`src/rtl/jsd_defs.svh`:
```
`ifndef JSD_DEFS_SVH
`define JSD_DEFS_SVH

// instruction register
`define JSD_IR_W 4
`define JSD_IR_CAPTURE 4'h1
`define JSD_INSTR_EXTEST 4'h0
`define JSD_INSTR_IDCODE 4'h1
`define JSD_INSTR_SAMPLE 4'h2
`define JSD_INSTR_DBG_A 4'h8
`define JSD_INSTR_DBG_B 4'h9
`define JSD_INSTR_DBG_C 4'hA
`define JSD_INSTR_DBG_D 4'hB
`define JSD_INSTR_CHIP_RESET 4'hC
`define JSD_INSTR_BYPASS 4'hF

// identification register layout, values arbitrary
`define JSD_ID_W 32
`define JSD_ID_VER_MSB 31
`define JSD_ID_VER_LSB 28
`define JSD_ID_PART_MSB 27
`define JSD_ID_PART_LSB 12
`define JSD_ID_MFR_MSB 11
`define JSD_ID_MFR_LSB 1
`define JSD_ID_VERSION 4'h3
`define JSD_ID_PART 16'h5A5A
`define JSD_ID_MFR 11'h0A5

// mailbox and debug data register
`define JSD_MBOX_W 8
`define JSD_MBOX_DIRTY_BIT 7
`define JSD_DBG_W 10
`define JSD_DBG_GRANT_BIT 9
`define JSD_DBG_CLR_BIT 8
`define JSD_BUF_DEPTH 2

// boundary chain: per pin id at 3i, od at 3i+1, oc at 3i+2
`define JSD_BS_PINS 4
`define JSD_BS_LEN 14
`define JSD_BS_ANA_CTRL 12
`define JSD_BS_ANA_CMP 13

// reset time-out selected by clock option fuses
`define JSD_CLK_PERIOD_NS 10
`define JSD_TOUT0_NS 1000
`define JSD_TOUT1_NS 4000
`define JSD_TOUT2_NS 16000
`define JSD_TOUT3_NS 40000
`define JSD_NS2CYC(t) (((t) + `JSD_CLK_PERIOD_NS - 1) / `JSD_CLK_PERIOD_NS)
`define JSD_TOUT_W 12

`endif

```
`src/rtl/jsd_pkg.sv`:
```
package jsd_pkg;
  typedef enum logic [15:0] {
    JSD_TLR = 16'h0001,
    JSD_RTI = 16'h0002,
    JSD_SEL_DR = 16'h0004,
    JSD_CAP_DR = 16'h0008,
    JSD_SH_DR = 16'h0010,
    JSD_EX1_DR = 16'h0020,
    JSD_PA_DR = 16'h0040,
    JSD_EX2_DR = 16'h0080,
    JSD_UPD_DR = 16'h0100,
    JSD_SEL_IR = 16'h0200,
    JSD_CAP_IR = 16'h0400,
    JSD_SH_IR = 16'h0800,
    JSD_EX1_IR = 16'h1000,
    JSD_PA_IR = 16'h2000,
    JSD_EX2_IR = 16'h4000,
    JSD_UPD_IR = 16'h8000
  } jsd_tap_state_e;
  typedef logic [3:0] jsd_ir_t;
  typedef logic [7:0] jsd_byte_t;
endpackage

```
`src/rtl/jsd_buf2.sv`:
```
`include "jsd_defs.svh"
module jsd_buf2 (
  input wire logic clk_in,
  input wire logic rst_in,
  input wire logic in_valid_in,
  output logic in_ready_out,
  input wire jsd_pkg::jsd_byte_t in_data_in,
  output logic out_valid_out,
  input wire logic out_ready_in,
  output jsd_pkg::jsd_byte_t out_data_out
);
  import jsd_pkg::*;

  jsd_byte_t mem_ff [`JSD_BUF_DEPTH];
  logic wr_ptr_ff;
  logic rd_ptr_ff;
  logic [1:0] count_ff;
  wire push = in_valid_in && in_ready_out;
  wire pop = out_valid_out && out_ready_in;
  wire [1:0] nxt_count = count_ff + {1'b0, push} - {1'b0, pop};
  wire [0:0] nxt_rd_ptr = pop ? ~rd_ptr_ff : rd_ptr_ff;

  assign in_ready_out = (count_ff != 2'h2);
  assign out_valid_out = (count_ff != 2'h0);

  always_ff @(posedge clk_in) begin
    if (push) begin
      mem_ff[wr_ptr_ff] <= in_data_in;
    end
  end

  // read data from a register, looks ahead past the pop
  always_ff @(posedge clk_in) begin
    if (rst_in) begin
      wr_ptr_ff <= 1'b0;
      rd_ptr_ff <= 1'b0;
      count_ff <= 2'h0;
      out_data_out <= 8'h00;
    end else begin
      wr_ptr_ff <= push ? ~wr_ptr_ff : wr_ptr_ff;
      rd_ptr_ff <= nxt_rd_ptr;
      count_ff <= nxt_count;
      if (push && (nxt_count == 2'h1)) begin
        out_data_out <= in_data_in;
      end else begin
        out_data_out <= mem_ff[nxt_rd_ptr];
      end
    end
  end
endmodule

```
`src/rtl/jsd_top.sv`:
```
//////////////////////////////////////////////////////////////////////////////
//////////////////////////////////////////////////////////////////////////////
`include "jsd_defs.svh"
module jsd_top (
  input wire logic SYS_CLK_IN,
  input wire logic SYS_RST_IN,
  input wire logic TCK_IN,
  input wire logic TMS_IN,
  input wire logic TDI_IN,
  output logic TDO_OUT,
  output logic TDO_OE_OUT,
  input wire logic TAP_ENABLE_FUSE_IN,
  input wire logic TAP_DISABLE_BIT_IN,
  input wire logic DEBUG_ENABLE_FUSE_IN,
  input wire logic LOCK_BIT_ONE_IN,
  input wire logic LOCK_BIT_TWO_IN,
  input wire logic CHIP_ERASE_DONE_IN,
  input wire logic FUSE_PROG_REQ_IN,
  output logic FUSE_PROG_GRANT_OUT,
  output logic FUSE_PROG_REFUSED_OUT,
  input wire logic [1:0] CLK_OPT_FUSE_IN,
  input wire logic EXT_RST_N_IN,
  output logic CHIP_RST_OUT,
  output logic TAP_RST_FLAG_OUT,
  input wire logic MBOX_WR_IN,
  output logic MBOX_WR_READY_OUT,
  input wire jsd_pkg::jsd_byte_t MBOX_WDATA_IN,
  output jsd_pkg::jsd_byte_t MBOX_RDATA_OUT,
  output logic MBOX_MAPPED_OUT,
  input wire logic [3:0] PIN_IN,
  input wire logic [3:0] CORE_OD_IN,
  input wire logic [3:0] CORE_OC_IN,
  output logic [3:0] PIN_OUT,
  output logic [3:0] PIN_OE_OUT,
  input wire logic ANA_CTRL_CORE_IN,
  input wire logic ANA_CMP_IN,
  output logic ANA_CTRL_OUT,
  output logic ANA_CMP_CORE_OUT
);
  import jsd_pkg::*;

  function automatic jsd_tap_state_e tap_next(input jsd_tap_state_e s, input logic tms);
    case (s)
      JSD_TLR: tap_next = tms ? JSD_TLR : JSD_RTI;
      JSD_RTI: tap_next = tms ? JSD_SEL_DR : JSD_RTI;
      JSD_SEL_DR: tap_next = tms ? JSD_SEL_IR : JSD_CAP_DR;
      JSD_CAP_DR: tap_next = tms ? JSD_EX1_DR : JSD_SH_DR;
      JSD_SH_DR: tap_next = tms ? JSD_EX1_DR : JSD_SH_DR;
      JSD_EX1_DR: tap_next = tms ? JSD_UPD_DR : JSD_PA_DR;
      JSD_PA_DR: tap_next = tms ? JSD_EX2_DR : JSD_PA_DR;
      JSD_EX2_DR: tap_next = tms ? JSD_UPD_DR : JSD_SH_DR;
      JSD_UPD_DR: tap_next = tms ? JSD_SEL_DR : JSD_RTI;
      JSD_SEL_IR: tap_next = tms ? JSD_TLR : JSD_CAP_IR;
      JSD_CAP_IR: tap_next = tms ? JSD_EX1_IR : JSD_SH_IR;
      JSD_SH_IR: tap_next = tms ? JSD_EX1_IR : JSD_SH_IR;
      JSD_EX1_IR: tap_next = tms ? JSD_UPD_IR : JSD_PA_IR;
      JSD_PA_IR: tap_next = tms ? JSD_EX2_IR : JSD_PA_IR;
      JSD_EX2_IR: tap_next = tms ? JSD_UPD_IR : JSD_SH_IR;
      JSD_UPD_IR: tap_next = tms ? JSD_SEL_DR : JSD_RTI;
      default: tap_next = JSD_TLR;
    endcase
  endfunction

  //////////////////////////////////////////////////////////////////////////////
  // pin synchronisers
  logic [2:0] tck_s_ff;
  logic [1:0] tms_s_ff;
  logic [1:0] tdi_s_ff;
  logic [1:0] rstn_s_ff;
  logic [3:0] pin_s1_ff;
  logic [3:0] pin_s2_ff;
  logic [1:0] cmp_s_ff;

  always_ff @(posedge SYS_CLK_IN) begin
    if (SYS_RST_IN) begin
      tck_s_ff <= 3'h0;
      tms_s_ff <= 2'h3;
      tdi_s_ff <= 2'h3;
      rstn_s_ff <= 2'h3;
      pin_s1_ff <= 4'h0;
      pin_s2_ff <= 4'h0;
      cmp_s_ff <= 2'h0;
    end else begin
      tck_s_ff <= {tck_s_ff[1:0], TCK_IN};
      tms_s_ff <= {tms_s_ff[0], TMS_IN};
      tdi_s_ff <= {tdi_s_ff[0], TDI_IN};
      rstn_s_ff <= {rstn_s_ff[0], EXT_RST_N_IN};
      pin_s1_ff <= PIN_IN;
      pin_s2_ff <= pin_s1_ff;
      cmp_s_ff <= {cmp_s_ff[0], ANA_CMP_IN};
    end
  end

  // tck edges found from the synchronised copy only, core clock gating not involved
  wire tck_rise = tck_s_ff[1] && !tck_s_ff[2];
  wire tck_fall = !tck_s_ff[1] && tck_s_ff[2];
  wire tms = tms_s_ff[1];
  wire tdi = tdi_s_ff[1];
  wire ext_rst = !rstn_s_ff[1];
  wire tap_en = TAP_ENABLE_FUSE_IN && !TAP_DISABLE_BIT_IN;

  //////////////////////////////////////////////////////////////////////////////
  // tap controller and instruction register
  jsd_tap_state_e state_ff;
  jsd_ir_t ir_ff;
  jsd_ir_t ir_sh_ff;
  wire jsd_tap_state_e nxt_state = tap_next(state_ff, tms);
  wire sh_dr = tck_rise && (state_ff == JSD_SH_DR);
  wire cap_dr = tck_rise && (state_ff == JSD_CAP_DR);
  wire upd_dr = tck_rise && (state_ff == JSD_UPD_DR);

  always_ff @(posedge SYS_CLK_IN) begin
    if (SYS_RST_IN || !tap_en) begin
      state_ff <= JSD_TLR;
    end else if (tck_rise) begin
      state_ff <= nxt_state;
    end
  end

  always_ff @(posedge SYS_CLK_IN) begin
    if (SYS_RST_IN || !tap_en || (state_ff == JSD_TLR)) begin
      ir_ff <= `JSD_INSTR_IDCODE;
      ir_sh_ff <= `JSD_IR_CAPTURE;
    end else if (tck_rise) begin
      case (state_ff)
        JSD_CAP_IR: ir_sh_ff <= `JSD_IR_CAPTURE;
        JSD_SH_IR: ir_sh_ff <= {tdi, ir_sh_ff[3:1]};
        JSD_UPD_IR: ir_ff <= ir_sh_ff;
        default: ir_sh_ff <= ir_sh_ff;
      endcase
    end
  end

  // instruction decode; unknown codes fall back to bypass
  wire sel_extest = (ir_ff == `JSD_INSTR_EXTEST);
  wire sel_id = (ir_ff == `JSD_INSTR_IDCODE);
  wire sel_sample = (ir_ff == `JSD_INSTR_SAMPLE);
  wire sel_rst = (ir_ff == `JSD_INSTR_CHIP_RESET);
  wire sel_dbg = (ir_ff >= `JSD_INSTR_DBG_A) && (ir_ff <= `JSD_INSTR_DBG_D);
  wire sel_bs = sel_extest || sel_sample;
  wire sel_byp = !(sel_bs || sel_id || sel_rst || sel_dbg);

  //////////////////////////////////////////////////////////////////////////////
  // bypass, identification and reset data registers
  logic byp_ff;
  logic [`JSD_ID_W-1:0] id_sh_ff;
  logic rst_bit_ff;
  wire [`JSD_ID_W-1:0] id_value = {`JSD_ID_VERSION, `JSD_ID_PART, `JSD_ID_MFR, 1'b1};

  always_ff @(posedge SYS_CLK_IN) begin
    if (SYS_RST_IN) begin
      byp_ff <= 1'b0;
      id_sh_ff <= 32'h0000_0000;
    end else begin
      if (cap_dr && sel_byp) begin
        byp_ff <= 1'b0;
      end else if (sh_dr && sel_byp) begin
        byp_ff <= tdi;
      end
      if (cap_dr && sel_id) begin
        id_sh_ff <= id_value;
      end else if (sh_dr && sel_id) begin
        id_sh_ff <= {tdi, id_sh_ff[`JSD_ID_W-1:1]};
      end
    end
  end

  // the reset bit drives reset straight from the shift stage, no update latch
  always_ff @(posedge SYS_CLK_IN) begin
    if (SYS_RST_IN) begin
      rst_bit_ff <= 1'b0;
    end else if (sh_dr && sel_rst) begin
      rst_bit_ff <= tdi;
    end
  end

  //////////////////////////////////////////////////////////////////////////////
  // chip reset with time-out
  logic [`JSD_TOUT_W-1:0] tout_ff;
  logic rst_flag_ff;
  wire [`JSD_TOUT_W-1:0] tout_sel =
    (CLK_OPT_FUSE_IN == 2'h0) ? `JSD_TOUT_W'(`JSD_NS2CYC(`JSD_TOUT0_NS)) :
    (CLK_OPT_FUSE_IN == 2'h1) ? `JSD_TOUT_W'(`JSD_NS2CYC(`JSD_TOUT1_NS)) :
    (CLK_OPT_FUSE_IN == 2'h2) ? `JSD_TOUT_W'(`JSD_NS2CYC(`JSD_TOUT2_NS)) :
    `JSD_TOUT_W'(`JSD_NS2CYC(`JSD_TOUT3_NS));
  wire rst_src = ext_rst || rst_bit_ff;

  always_ff @(posedge SYS_CLK_IN) begin
    if (SYS_RST_IN) begin
      tout_ff <= `JSD_TOUT_W'(0);
      rst_flag_ff <= 1'b0;
    end else begin
      if (rst_src) begin
        tout_ff <= tout_sel;
      end else if (tout_ff != `JSD_TOUT_W'(0)) begin
        tout_ff <= tout_ff - `JSD_TOUT_W'(1);
      end
      if (ext_rst) begin
        rst_flag_ff <= 1'b0;
      end else if (rst_bit_ff) begin
        rst_flag_ff <= 1'b1;
      end
    end
  end

  assign CHIP_RST_OUT = rst_src || (tout_ff != `JSD_TOUT_W'(0));
  assign TAP_RST_FLAG_OUT = rst_flag_ff;

  //////////////////////////////////////////////////////////////////////////////
  // boundary-scan chain
  logic [`JSD_BS_LEN-1:0] bs_sh_ff;
  logic [`JSD_BS_LEN-1:0] bs_upd_ff;
  // capture pin levels, core drive and analog interface levels, pin 0 at the lsb
  wire [`JSD_BS_LEN-1:0] bs_cap = {cmp_s_ff[1], ANA_CTRL_CORE_IN,
    CORE_OC_IN[3], CORE_OD_IN[3], pin_s2_ff[3], CORE_OC_IN[2], CORE_OD_IN[2], pin_s2_ff[2],
    CORE_OC_IN[1], CORE_OD_IN[1], pin_s2_ff[1], CORE_OC_IN[0], CORE_OD_IN[0], pin_s2_ff[0]};

  always_ff @(posedge SYS_CLK_IN) begin
    if (SYS_RST_IN) begin
      bs_sh_ff <= '0;
      bs_upd_ff <= '0;
    end else if (sel_bs) begin
      if (cap_dr) begin
        bs_sh_ff <= bs_cap;
      end else if (sh_dr) begin
        bs_sh_ff <= {tdi, bs_sh_ff[`JSD_BS_LEN-1:1]};
      end else if (upd_dr) begin
        bs_upd_ff <= bs_sh_ff;
      end
    end
  end

  // pins follow latches while external test is loaded; sample leaves core in charge
  wire [3:0] bs_od = {bs_upd_ff[10], bs_upd_ff[7], bs_upd_ff[4], bs_upd_ff[1]};
  wire [3:0] bs_oc = {bs_upd_ff[11], bs_upd_ff[8], bs_upd_ff[5], bs_upd_ff[2]};
  assign PIN_OUT = sel_extest ? bs_od : CORE_OD_IN;
  assign PIN_OE_OUT = sel_extest ? bs_oc : (CHIP_RST_OUT ? 4'h0 : CORE_OC_IN);
  assign ANA_CTRL_OUT = sel_extest ? bs_upd_ff[`JSD_BS_ANA_CTRL] : ANA_CTRL_CORE_IN;
  assign ANA_CMP_CORE_OUT = cmp_s_ff[1];

  //////////////////////////////////////////////////////////////////////////////
  // debug mailbox
  logic [`JSD_DBG_W-1:0] dbg_sh_ff;
  logic grant_ff;
  jsd_byte_t mbox_ff;
  logic dirty_ff;
  logic buf_valid;
  jsd_byte_t buf_data;
  wire mapped = DEBUG_ENABLE_FUSE_IN && grant_ff;
  wire dbg_clr = upd_dr && sel_dbg && dbg_sh_ff[`JSD_DBG_CLR_BIT];
  wire mbox_load = buf_valid && (!dirty_ff || dbg_clr);

  jsd_buf2 u_buf (
    .clk_in(SYS_CLK_IN),
    .rst_in(SYS_RST_IN),
    .in_valid_in(MBOX_WR_IN && mapped),
    .in_ready_out(MBOX_WR_READY_OUT),
    .in_data_in(MBOX_WDATA_IN),
    .out_valid_out(buf_valid),
    .out_ready_in(mbox_load),
    .out_data_out(buf_data)
  );

  always_ff @(posedge SYS_CLK_IN) begin
    if (SYS_RST_IN) begin
      dbg_sh_ff <= '0;
      grant_ff <= 1'b0;
    end else if (sel_dbg) begin
      if (cap_dr) begin
        dbg_sh_ff <= {grant_ff, dirty_ff, mbox_ff};
      end else if (sh_dr) begin
        dbg_sh_ff <= {tdi, dbg_sh_ff[`JSD_DBG_W-1:1]};
      end else if (upd_dr) begin
        grant_ff <= dbg_sh_ff[`JSD_DBG_GRANT_BIT];
      end
    end
  end

  // a new byte setting dirty wins over a clear in the same cycle
  always_ff @(posedge SYS_CLK_IN) begin
    if (SYS_RST_IN) begin
      mbox_ff <= 8'h00;
      dirty_ff <= 1'b0;
      MBOX_RDATA_OUT <= 8'h00;
    end else begin
      if (mbox_load) begin
        mbox_ff <= buf_data;
        dirty_ff <= 1'b1;
      end else if (dbg_clr) begin
        dirty_ff <= 1'b0;
      end
      MBOX_RDATA_OUT <= {dirty_ff, mbox_ff[`JSD_MBOX_DIRTY_BIT-1:0]};
    end
  end

  assign MBOX_MAPPED_OUT = mapped;

  //////////////////////////////////////////////////////////////////////////////
  // debug enable fuse programming guard
  logic erased_ff;
  logic grant_p_ff;
  logic refuse_p_ff;
  wire locked = LOCK_BIT_ONE_IN || LOCK_BIT_TWO_IN;
  wire prog_ok = !locked || erased_ff;

  always_ff @(posedge SYS_CLK_IN) begin
    if (SYS_RST_IN) begin
      erased_ff <= 1'b0;
      grant_p_ff <= 1'b0;
      refuse_p_ff <= 1'b0;
    end else begin
      if (CHIP_ERASE_DONE_IN) begin
        erased_ff <= 1'b1;
      end
      grant_p_ff <= FUSE_PROG_REQ_IN && prog_ok;
      refuse_p_ff <= FUSE_PROG_REQ_IN && !prog_ok;
    end
  end
  assign FUSE_PROG_GRANT_OUT = grant_p_ff;
  assign FUSE_PROG_REFUSED_OUT = refuse_p_ff;

  //////////////////////////////////////////////////////////////////////////////
  // test data out, changes on every falling tck; output enabled only while shifting
  logic tdo_ff;
  logic tdo_oe_ff;
  wire dr_lsb = sel_id ? id_sh_ff[0] : sel_bs ? bs_sh_ff[0] : sel_rst ? rst_bit_ff :
    sel_dbg ? dbg_sh_ff[0] : byp_ff;

  always_ff @(posedge SYS_CLK_IN) begin
    if (SYS_RST_IN || !tap_en) begin
      tdo_ff <= 1'b0;
      tdo_oe_ff <= 1'b0;
    end else if (tck_fall) begin
      tdo_ff <= (state_ff == JSD_SH_IR) ? ir_sh_ff[0] : dr_lsb;
      tdo_oe_ff <= (state_ff == JSD_SH_IR) || (state_ff == JSD_SH_DR);
    end
  end
  assign TDO_OUT = tdo_ff;
  assign TDO_OE_OUT = tdo_oe_ff;
endmodule

```
`config.mk`:
```
export PLATFORM = sky130hd
export DESIGN_NAME = jsd_top
export DESIGN_NICKNAME = d
export VERILOG_FILES = /design/src/rtl/jsd_pkg.sv /design/src/rtl/jsd_buf2.sv /design/src/rtl/jsd_top.sv
export VERILOG_INCLUDE_DIRS = /design/src /design/src/rtl
export SDC_FILE = /design/constraint.sdc
export NUM_CORES = 1
export LEC_CHECK = 0
export BUFFER_PORTS_ARGS = -buffer_cell sky130_fd_sc_hd__buf_4
export CAP_MARGIN = 20
export CORE_MARGIN = 8
export CORE_UTILIZATION = 40
export CTS_CLUSTER_SIZE = 24
export DETAILED_ROUTE_END_ITERATION = 16
export HOLD_SLACK_MARGIN = 0.1
export PLACE_DENSITY = 0.65
export SYNTH_ARGS = -nofsm -noshare
export SYNTH_HDL_FRONTEND = slang
export SYNTH_SLANG_ARGS = --single-unit
export TNS_END_PERCENT = 50
```
`constraint.sdc`:
```
create_clock -name SYS_CLK_IN -period 9.2 [get_ports SYS_CLK_IN]
set_input_delay 1.84 -clock SYS_CLK_IN [delete_from_list [all_inputs] [get_ports SYS_CLK_IN]]
set_output_delay 1.84 -clock SYS_CLK_IN [all_outputs]
set_load 0.03 [all_outputs]
```
==> flow_summary.ini, run 1 <==
[route]
via_count = 5599
dr.pass1.iters = 5
detail-route-antenna-nets = 0
drt_drc_violations_left = 0
viasPerCell = 5.18
detailedRoute.firstIterationViolations = 244
route.detailed.wl_per_inst_um = 14.7
wl_mm = 15.9

[layout]
layout.cell_area.non_filler_um2 = 8590
syn2layout_area_growth_pct = 16.1
drive_above_1_share_pct = 16.1
final_net_count = 885
n_antenna_cell = 0

[worst_setup_path]
crit_type = reg -> out
cp-startpoint = tout_ff[2]
reg2reg_setup_slack_ps = 5540
setup.worst_path.start_class = register
critPathArrivalTime_ps = 2800
r2r_cells = 13
cp-end-kind = output port
worstReg2RegEnd = u_buf.out_data_out[2]
worst-endpoint-required_ps = 7360
crit_fanout = 6
startpoint_of_the_most_critical_register_to_register_path = state_ff[8]

[sta]
worst_setup_skew_after_layout_ps = 11.2
worst_hold_margin_ps = 410
setup_viol_count_final = 0
layout_setup_ws_ps = 4560
worst_margin_slew_ps = 1050
max_freq_mhz = 215
period_needed_ps = 4640
drv_slew = 0
setup_repair_after_global_routing_missed_its_margin = no
final.period_utilization_pct = 50.5
timing.setup.tns_ps = 0
max-slew-margin-rel_pct = 30.1
timing_hold_violations_final = 0

[hold_path]
timing.hold.worst.start = rstn_s_ff[0]
hold_path.class = reg -> reg
hold-path-endpoint = rstn_s_ff[1]
whs_path_depth = 1

[clocking]
post_cts.repair.setup_buffers = 0
tritoncts_clock_tree = yes
worst_setup_hold_path_clk_slew_ps = 70
htreeDepth = 4
cts_buffers = 17
clock_latency_ps = 430
clock-sinks = 174
clock-root-buffer = clkbuf_16
post_cts_hold_buffer_count = 0
clockBufferDepth = 2
cts_resized = 0

[grt]
groute.usage.overall_pct = 13.9
grt_antenna_before_repair = 0
first_global_vias = 5362
grt_first_pass_wirelength_mm = 27.2
gr-total-overflow = 0
grt_max_degree = 73

[floorplanning]
fp.dieH_um = 152
initial_utilization_pct = 41.0
floorplan.rows = 49
design.die.area_um2 = 23100
num_io_pins = 64
die_width_um = 152
placeableCoreArea_um2 = 18000

[yosys]
unique_masters_post_synth = 61
syn-num-nets = 850
ys_seq_elements = 174
async_reset_ff_share_pct = 0
seq_area_frac_synth_pct = 49.3
synth.yosys.warnings = 0
synth.cell_area_um2 = 7390
synth_ff_type = dfxtp_1
synth-edff-count = 16
syn_inst = 803
postSynthAreaPerCell_um2 = 9.21

[placed_design]
hpwl_mm = 10.7
portBuffers = 63
gp_congestion = 0.833
preCtsSetupSlack_ps = 4950
placed_area_um2 = 7970

[pwr]
worst_ir_drop_vdd_v = 0.000136
pwr_density_cell_nw_per_um2 = 222
static-leakage-power_nw = 3.02
total_power_w = 0.00191

[outcome]
run_status = completed

[job]
cap_viol_max_count = 0
==> through the flow <==
step	utilization [%]	instances
after CTS	47.6	1079
final	47.6	1080
after global routing	47.6	1080
after detailed placement	44.2	1047
after global placement	44.2	1047
after floorplan	-	803
==> how the worst max path moves through the flow <==
stage                          endpoint  slack, ps  depth (start not counted)
after floorplan           PIN_OE_OUT[0]       4800                          2
after global placement       PIN_OUT[3]       5000                          3
after detailed placement  PIN_OE_OUT[0]       4950                          7
after CTS                 PIN_OE_OUT[0]       4470                          7
after global routing      PIN_OE_OUT[0]       4290                          7
final                     PIN_OE_OUT[3]       4560                          7
==> power by group <==
part	switching [W]	internal, W	leakage, nW	total [W]
sequential	0.0000397	0.000820	1.43	0.000860
clock	0.000332	0.000405	0.301	0.000737
combinational	0.000172	0.000140	1.29	0.000312
total	0.000544	0.00136	3.02	0.00191
==> placed cells by master, fill, tap and decap left out, drive strengths merged, types with 2 or more instances in the layout <==
master     n
a2111oi    3
a211oi    27
a21o       2
a21oi     55
a22oi     13
a311oi     3
a31oi      8
and2       5
and3       4
buf       72
clkbuf    18
clkinv     3
dfxtp    158
edfxtp    16
ha         9
inv       22
mux2       5
mux2i     50
nand2     98
nand2b     9
nand3     11
nand3b     4
nand4      7
nor2      92
nor2b     26
nor3      22
nor3b      5
nor4      14
nor4b      4
o211ai     2
o21a       2
o21ai     25
or2        7
or3        6
or4        8
or4b       3
xnor2     11
xor2       9
==> flip-flops by register name, indices dropped and copies added (netlist names), 3 cells and up <==
signal / count
MBOX_RDATA_OUT: 8
bs_sh_ff: 14
bs_upd_ff: 9
dbg_sh_ff: 10
id_sh_ff: 32
ir_ff: 4
ir_sh_ff: 4
mbox_ff: 8
pin_s1_ff: 4
pin_s2_ff: 4
state_ff: 16
tck_s_ff: 3
tout_ff: 12
u_buf.mem_ff: 16
u_buf.out_data_out: 8
==> synthesized netlist by cell type (6+ instances only) <==
cell,number,area (µm²)
dfxtp_1,158,3160
nand2_1,98,368
nor2_1,90,338
a21oi_1,54,270
mux2i_1,50,500
clkbuf_1,34,128
a211oi_1,27,203
nor2b_1,26,163
nor3_1,19,95.1
edfxtp_1,16,480
o21ai_0,16,80.1
a22oi_1,13,97.6
inv_1,13,48.8
buf_2,12,60.1
nand3_1,11,55.1
xnor2_1,11,96.3
nor4_1,10,62.6
ha_1,9,113
nand2b_1,9,56.3
o21ai_1,9,45.0
xor2_1,9,78.8
a31oi_1,8,50.1
nand4_1,7,43.8
or2_2,7,43.8
or3_1,6,37.5
==> metal layers <==
| layer | global-route usage, % | wire length, µm | vias to the layer above |
|---|---|---|---|
| li1 | - | - | 2883 |
| met1 | 18.1 | 7530 | 2597 |
| met2 | 21.6 | 7460 | 97 |
| met3 | 3.81 | 626 | 22 |
| met4 | 4.53 | 246 | 0 |
| met5 | 0 | 0 | - |
==> area by class of cell <==
cell class | count | area [µm²]
fillers | 1740 | 9440
flip-flops and latches | 174 | 3640
multi-input cells | 560 | 3450
repair buffers | 72 | 541
clock buffers | 18 | 450
well taps | 229 | 287
clock inverters | 14 | 165
inverters | 13 | 48.8
==> critical path, stage by stage, from the launching register on <==
cell and delay [ps]:
dfxtp_1 350, nor4_1 440, nand3b_1 250, or3_1 430, nor2_1 450, nand2_1 90
o21ai_0 170, buf_4 190
==> cell families (layout without fill, tap and decap cells) <==
| logic type | count (synthesis) | count (layout) | share of synthesized area, % |
|---|---|---|---|
| fa+ha+maj | 9 | 9 | 1.52 |
| flops | 174 | 174 | 49.3 |
| xor+xnor | 20 | 20 | 2.37 |
| compound gates | 148 | 148 | 12.6 |
| buf+inv | 69 | 117 | 4.31 |
| simple gates | 328 | 328 | 22.4 |
| mux | 55 | 55 | 7.53 |
No activity file was read; power rests on OpenSTA's default activity.
==> run 2, diff against run 1 <==
- PLACE_DENSITY: 0.65 -> 0.67
- clock period: 9.2 -> 4.15 ns (I/O delays scaled with it)
==> run 2 against run 1 <==
Effect of this change: highest routed layer unchanged; cell count up 0.46%; via count down 0.18%; worst setup slack worse by 4100 ps; sequential share of layout area up 0.081 points; clock power up 100%.
==> flow_summary.ini, run 2 (same netlist as run 1, synthesis figures left out) <==
[clocking]
cts_resized = 0
worst_setup_hold_path_clk_slew_ps = 70
post_cts_hold_buffer_count = 0
clock-root-buffer = clkbuf_16
tritoncts_clock_tree = yes
cts_buffers = 17
clock-sinks = 174
htreeDepth = 4
post_cts.repair.setup_buffers = 0
clockBufferDepth = 2
clock_latency_ps = 430

[layout]
syn2layout_area_growth_pct = 15.9
final_net_count = 890
drive_above_1_share_pct = 16.4
fin_util_pct = 47.6
biggestRegsByFlops = id_sh_ff: 32 flops, state_ff: 16 flops, u_buf.mem_ff: 16 flops
mostFrequentLayoutCell = dfxtp_1
n_antenna_cell = 0
max_flop_register = id_sh_ff
largest_reg_flops = 32
mostFrequentLayoutCells = dfxtp_1, nand2_1, nor2_1
post_layout_nonfiller_instances = 1085

[pwr]
pwr_density_cell_nw_per_um2 = 479
static-leakage-power_nw = 3.02
worst_ir_drop_vdd_v = 0.000285

[grt]
global_route.usage.met3_pct = 3.90
first_global_vias = 5345
gr-total-overflow = 0
met1_usage_pct = 17.5
grt_max_degree = 62
grt.busiest_layer = met2
groute.usage.overall_pct = 13.7
grt_first_pass_wirelength_mm = 26.5
grt_use_met2_pct = 21.8
grt_antenna_before_repair = 0

[job]
cap_viol_max_count = 0

[floorplanning]
design.die.area_um2 = 23100
die_width_um = 152
initial_utilization_pct = 41.0
floorplan.rows = 49
fp.dieH_um = 152
num_io_pins = 64
placeableCoreArea_um2 = 18000

[route]
drt_drc_violations_left = 0
wl_mm = 15.8
dr.pass1.iters = 4
detail-route-antenna-nets = 0
via_count = 5589
route.detailed.wl_per_inst_um = 14.6
detailedRoute.firstIterationViolations = 336
viasPerCell = 5.15

[sta]
setup_repair_after_global_routing_missed_its_margin = no
final.period_utilization_pct = 88.1
drv_slew = 0
timing_hold_violations_final = 0
max_freq_mhz = 273
setup_viol_count_final = 0
timing.setup.tns_ps = 0
worst_setup_skew_after_layout_ps = 12.4
worst_margin_slew_ps = 977
period_needed_ps = 3660
max-slew-margin-rel_pct = 34.7

[placed_design]
dp_cells = 1052
gp_congestion = 0.877
hpwl_mm = 10.8
portBuffers = 63

[worst_setup_path]
crit_type = reg -> out
crit_fanout = 6
cp-end-kind = output port
critPathArrivalTime_ps = 2830
setup.worst_path.start_class = register
worst-endpoint-required_ps = 3320

[outcome]
run_status = completed

[hold_path]
hold_path.class = reg -> reg
==> run 2: path summary, 6_finish.rpt <==
check | startpoint | end | slack [ps] | depth (start not counted)
hold reg to reg | tdi_s_ff[0] | tdi_s_ff[1] | 410 | 1
hold / removal | tdi_s_ff[0] | tdi_s_ff[1] | 410 | 1
setup / recovery | tout_ff[2] | PIN_OE_OUT[1] | 490 | 7
setup reg to reg | state_ff[8] | u_buf.out_data_out[1] | 680 | 13
==> run 2: metrics by stage <==
step                      worst slack, ps  power [W]  cell area, µm²  hold slack, ps
after detailed placement              704    0.00265            8000             399
after floorplan                       991    0.00245            7390             389
after CTS                             425    0.00415            8560             415
final                                 493    0.00411            8570             412
after global routing                  141    0.00432            8570             436
after global placement                791    0.00264            8000             394
==> run 2: routing by layer <==
layer / vias to the layer above / routed length [µm]
li1: 2891 / -
met1: 2600 / 7620
met2: 83 / 7340
met3: 15 / 637
met4: 0 / 189
met5: - / 0
==> run 2: critical path: stages, from the launching register on <==
cell and delay (ps):
dfxtp_1 350, nor4_1 480, nand3b_1 260, or3_1 430
nor2_1 440, nand2_1 100, o21ai_0 160, buf_4 180
==> run 2: cell type report <==
| cell class | instances | area, µm² |
|---|---|---|
| Clock buffer | 18 | 429 |
| Clock inverter | 14 | 125 |
| Fill cell | 1713 | 9450 |
| Inverter | 13 | 48.8 |
| Multi-Input combinational cell | 560 | 3450 |
| Sequential cell | 174 | 3640 |
| Tap cell | 229 | 287 |
| Timing Repair Buffer | 77 | 586 |
==> run 2: power breakdown <==
part	internal [W]	switching [W]
Clock	0.000788	0.000710
Sequential	0.00182	0.0000913
Combinational	0.000314	0.000384
==> run 3, diff against run 2 <==
- SYNTH_HIERARCHICAL: not set -> 1
==> run 3 against run 2 <==
Effect of this change: power is 5.6% lower; clock skew is 3.8 ps lower; sequential power is 6% lower; worst setup slack better by 90 ps; flip-flop and latch count stayed put; die area is 4.9% higher; global-route usage is 0.23 points lower; cell count is 5.8% higher; wire length is 2.8% higher; maximum frequency is 2.5% higher; critical endpoint is now u_buf/out_data_out[2]; largest power group unchanged.
==> flow_summary.ini, run 3 <==
[grt]
gr-total-overflow = 0
grt_max_degree = 62
grt_first_pass_wirelength_mm = 27.0
grt_antenna_before_repair = 0
first_global_vias = 5457
groute.usage.overall_pct = 13.5

[layout]
biggestRegsByFlops = id_sh_ff: 32 flops, state_ff: 16 flops, u_buf/mem_ff: 16 flops
n_antenna_cell = 0
largest_reg_flops = 32
final_net_count = 918
max_flop_register = id_sh_ff
drive_above_1_share_pct = 18.8
mostFrequentLayoutCell = dfxtp_1
syn2layout_area_growth_pct = 15.7
layout.cell_area.non_filler_um2 = 9030
fillCellCount = 1839
mostFrequentLayoutCells = dfxtp_1, nor2_1, nand2_1

[pwr]
p_sw_w = 0.000972
worst_ir_drop_vdd_v = 0.000299
static-leakage-power_nw = 3.13
power_switching_share_pct = 25.1
total_power_w = 0.00388
clock_power_share_pct = 41.8
pwr_density_cell_nw_per_um2 = 429
internal_power_w = 0.00290
power.combinational.fraction_pct = 11.8
p_seq_share_pct = 46.4

[placed_design]
hpwl_mm = 11.0
preCtsSetupSlack_ps = 607
placed_area_um2 = 8420
portBuffers = 63
gp_congestion = 0.892

[sta]
worst_margin_slew_ps = 1080
layout_setup_ws_ps = 584
setup_repair_after_global_routing_missed_its_margin = no
max-slew-margin-rel_pct = 27.6
timing.setup.tns_ps = 0
setup_viol_count_final = 0
period_needed_ps = 3570
timing_hold_violations_final = 0
max_freq_mhz = 280
worst_setup_skew_after_layout_ps = 8.61
drv_slew = 0
final.period_utilization_pct = 85.9

[hold_path]
whs_path_depth = 1
timing.hold.worst.start = tdi_s_ff[0]
hold_path.class = reg -> reg
hold-path-endpoint = tdi_s_ff[1]

[yosys]
synth_top_family_by_area = simple AND/OR/NAND/NOR gates
yosysTopAreaCellShare_pct = 40.5
synth_largest_area_cell = dfxtp_1
synth_compound_area_share_pct = 12.7
postSynthAreaPerCell_um2 = 9.36
synth_top_cells_by_count = dfxtp_1, nor2_1, nand2_1, mux2i_1, a21oi_1
synth-edff-count = 16
post_synth_xor_area_fraction_pct = 2.12
seq_area_frac_synth_pct = 46.7
synth.cell_area_um2 = 7800
synthSimpleGateAreaFrac_pct = 23.4
synth.most_common_cell = dfxtp_1
synth.mux.area_fraction_pct = 9.25
synth.yosys.warnings = 6
synthTopCellsByArea = dfxtp_1, edfxtp_1, mux2i_1
synth_adder_area_share_pct = 1.60
ys_seq_elements = 174
syn_inst = 834
syn-num-nets = 882
unique_masters_post_synth = 74
async_reset_ff_share_pct = 0
synth_ff_type = dfxtp_1

[clocking]
htreeDepth = 4
cts_resized = 0
cts_buffers = 17
tritoncts_clock_tree = yes
clockBufferDepth = 2
post_cts_hold_buffer_count = 0
clock-root-buffer = clkbuf_16
clock-sinks = 174
post_cts.repair.setup_buffers = 0
clock_latency_ps = 420
worst_setup_hold_path_clk_slew_ps = 70

[worst_setup_path]
startpoint_of_the_most_critical_register_to_register_path = state_ff[10]
r2r_cells = 13
setup.worst_path.start_class = register
worstReg2RegEnd = u_buf/out_data_out[2]
worst-endpoint-required_ps = 4440
crit_fanout = 18
crit_type = reg -> reg
critPathArrivalTime_ps = 3850
cp-end-kind = register
reg2reg_setup_slack_ps = 580

[route]
detailedRoute.firstIterationViolations = 310
wl_mm = 16.2
detail-route-antenna-nets = 0
route.detailed.wl_per_inst_um = 14.1
drt_drc_violations_left = 0
via_count = 5795
viasPerCell = 5.05
dr.pass1.iters = 5

[outcome]
run_status = completed

[floorplanning]
fp.dieH_um = 156
num_io_pins = 64
design.die.area_um2 = 24200
placeableCoreArea_um2 = 19300
initial_utilization_pct = 40.4
floorplan.rows = 51
die_width_um = 156

[job]
cap_viol_max_count = 0
## run 3: cell types whose count changed in the layout (fill, tap and decap cells not counted), sizes merged, moves of 5 or more
| cell | before | now |
|---|---|---|
| a211oi | 27 | 37 |
| or2 | 7 | 12 |
| o21ai | 25 | 12 |
| nor2 | 92 | 108 |
| mux2 | 5 | 22 |
| a31oi | 8 | 15 |
| a21oi | 55 | 46 |
| nor2b | 26 | 40 |
## run 3: worst max path at each step
| stage | start | to | slack, ps | depth (start not counted) |
|---|---|---|---|---|
| floorplan | state_ff[10] | u_buf/out_data_out[3] | 700 | 17 |
| global placement | state_ff[10] | u_buf/out_data_out[2] | 710 | 13 |
| detailed placement | state_ff[10] | u_buf/out_data_out[1] | 610 | 13 |
| CTS | state_ff[10] | u_buf/out_data_out[2] | 590 | 13 |
| global route | state_ff[10] | u_buf/out_data_out[0] | 300 | 13 |
| finish | state_ff[10] | u_buf/out_data_out[2] | 580 | 13 |
## run 3: logic make-up (layout without fill, tap and decap cells)
| family | after synthesis | after routing |
|---|---|---|
| xor gates and xnor gates | 18 | 18 |
| muxes | 69 | 69 |
| AOI/OAI and AO/OA | 143 | 143 |
| DFF | 174 | 174 |
| and+or+nand+nor | 351 | 351 |
| buffers and inverters | 69 | 118 |
| adders and majority gates | 10 | 10 |
## run 3: area by class of cell
class	instances	area, µm²	area share (%)
Clock buffer	21	473	5.24
Clock inverter	11	130	1.44
Inverter	13	48.8	0.541
Multi-Input combinational cell	591	3850	42.7
Sequential cell	174	3640	40.4
Tap cell	265	332	3.67
Timing Repair Buffer	73	548	6.07
## run 3: metrics by stage
| step | utilization, % | cells | hold slack (ps) |
|---|---|---|---|
| floorplan | - | 834 | 389 |
| global placement | 43.6 | 1116 | 396 |
| detailed placement | 43.6 | 1116 | 394 |
| CTS | 46.7 | 1148 | 409 |
| global route | 46.7 | 1148 | 434 |
| finish | 46.7 | 1148 | 411 |
## run 3: worst max-delay path, cell delays in order, from the launching register on
cell	delay, ps
dfxtp_1	390
nor4_4	570
nand3_2	240
o41ai_2	450
and2_1	220
o21ai_2	210
inv_1	110
ha_1	220
inv_1	50
ha_1	180
xnor2_2	150
mux2_4	430
nor2_1	150
a211oi_2	60
## run 3: per-layer routing
metal / global-route usage, % / wire (µm) / vias to the layer above
met5: 0 / 0 / -
met4: 4.44 / 172 / 0
met3: 3.27 / 776 / 15
met2: 20.5 / 7120 / 120
met1: 18.4 / 8160 / 2670
li1: - / - / 2990
## run 3: power groups by stage
stage / clock network, W / registers, W / logic [W]
global route: 0.00171 / 0.00180 / 0.000517
CTS: 0.00165 / 0.00180 / 0.000463
detailed placement: 0 / 0.00183 / 0.000462
global placement: 0 / 0.00183 / 0.000459
floorplan: 0 / 0.00183 / 0.000332
finish: 0.00162 / 0.00180 / 0.000458
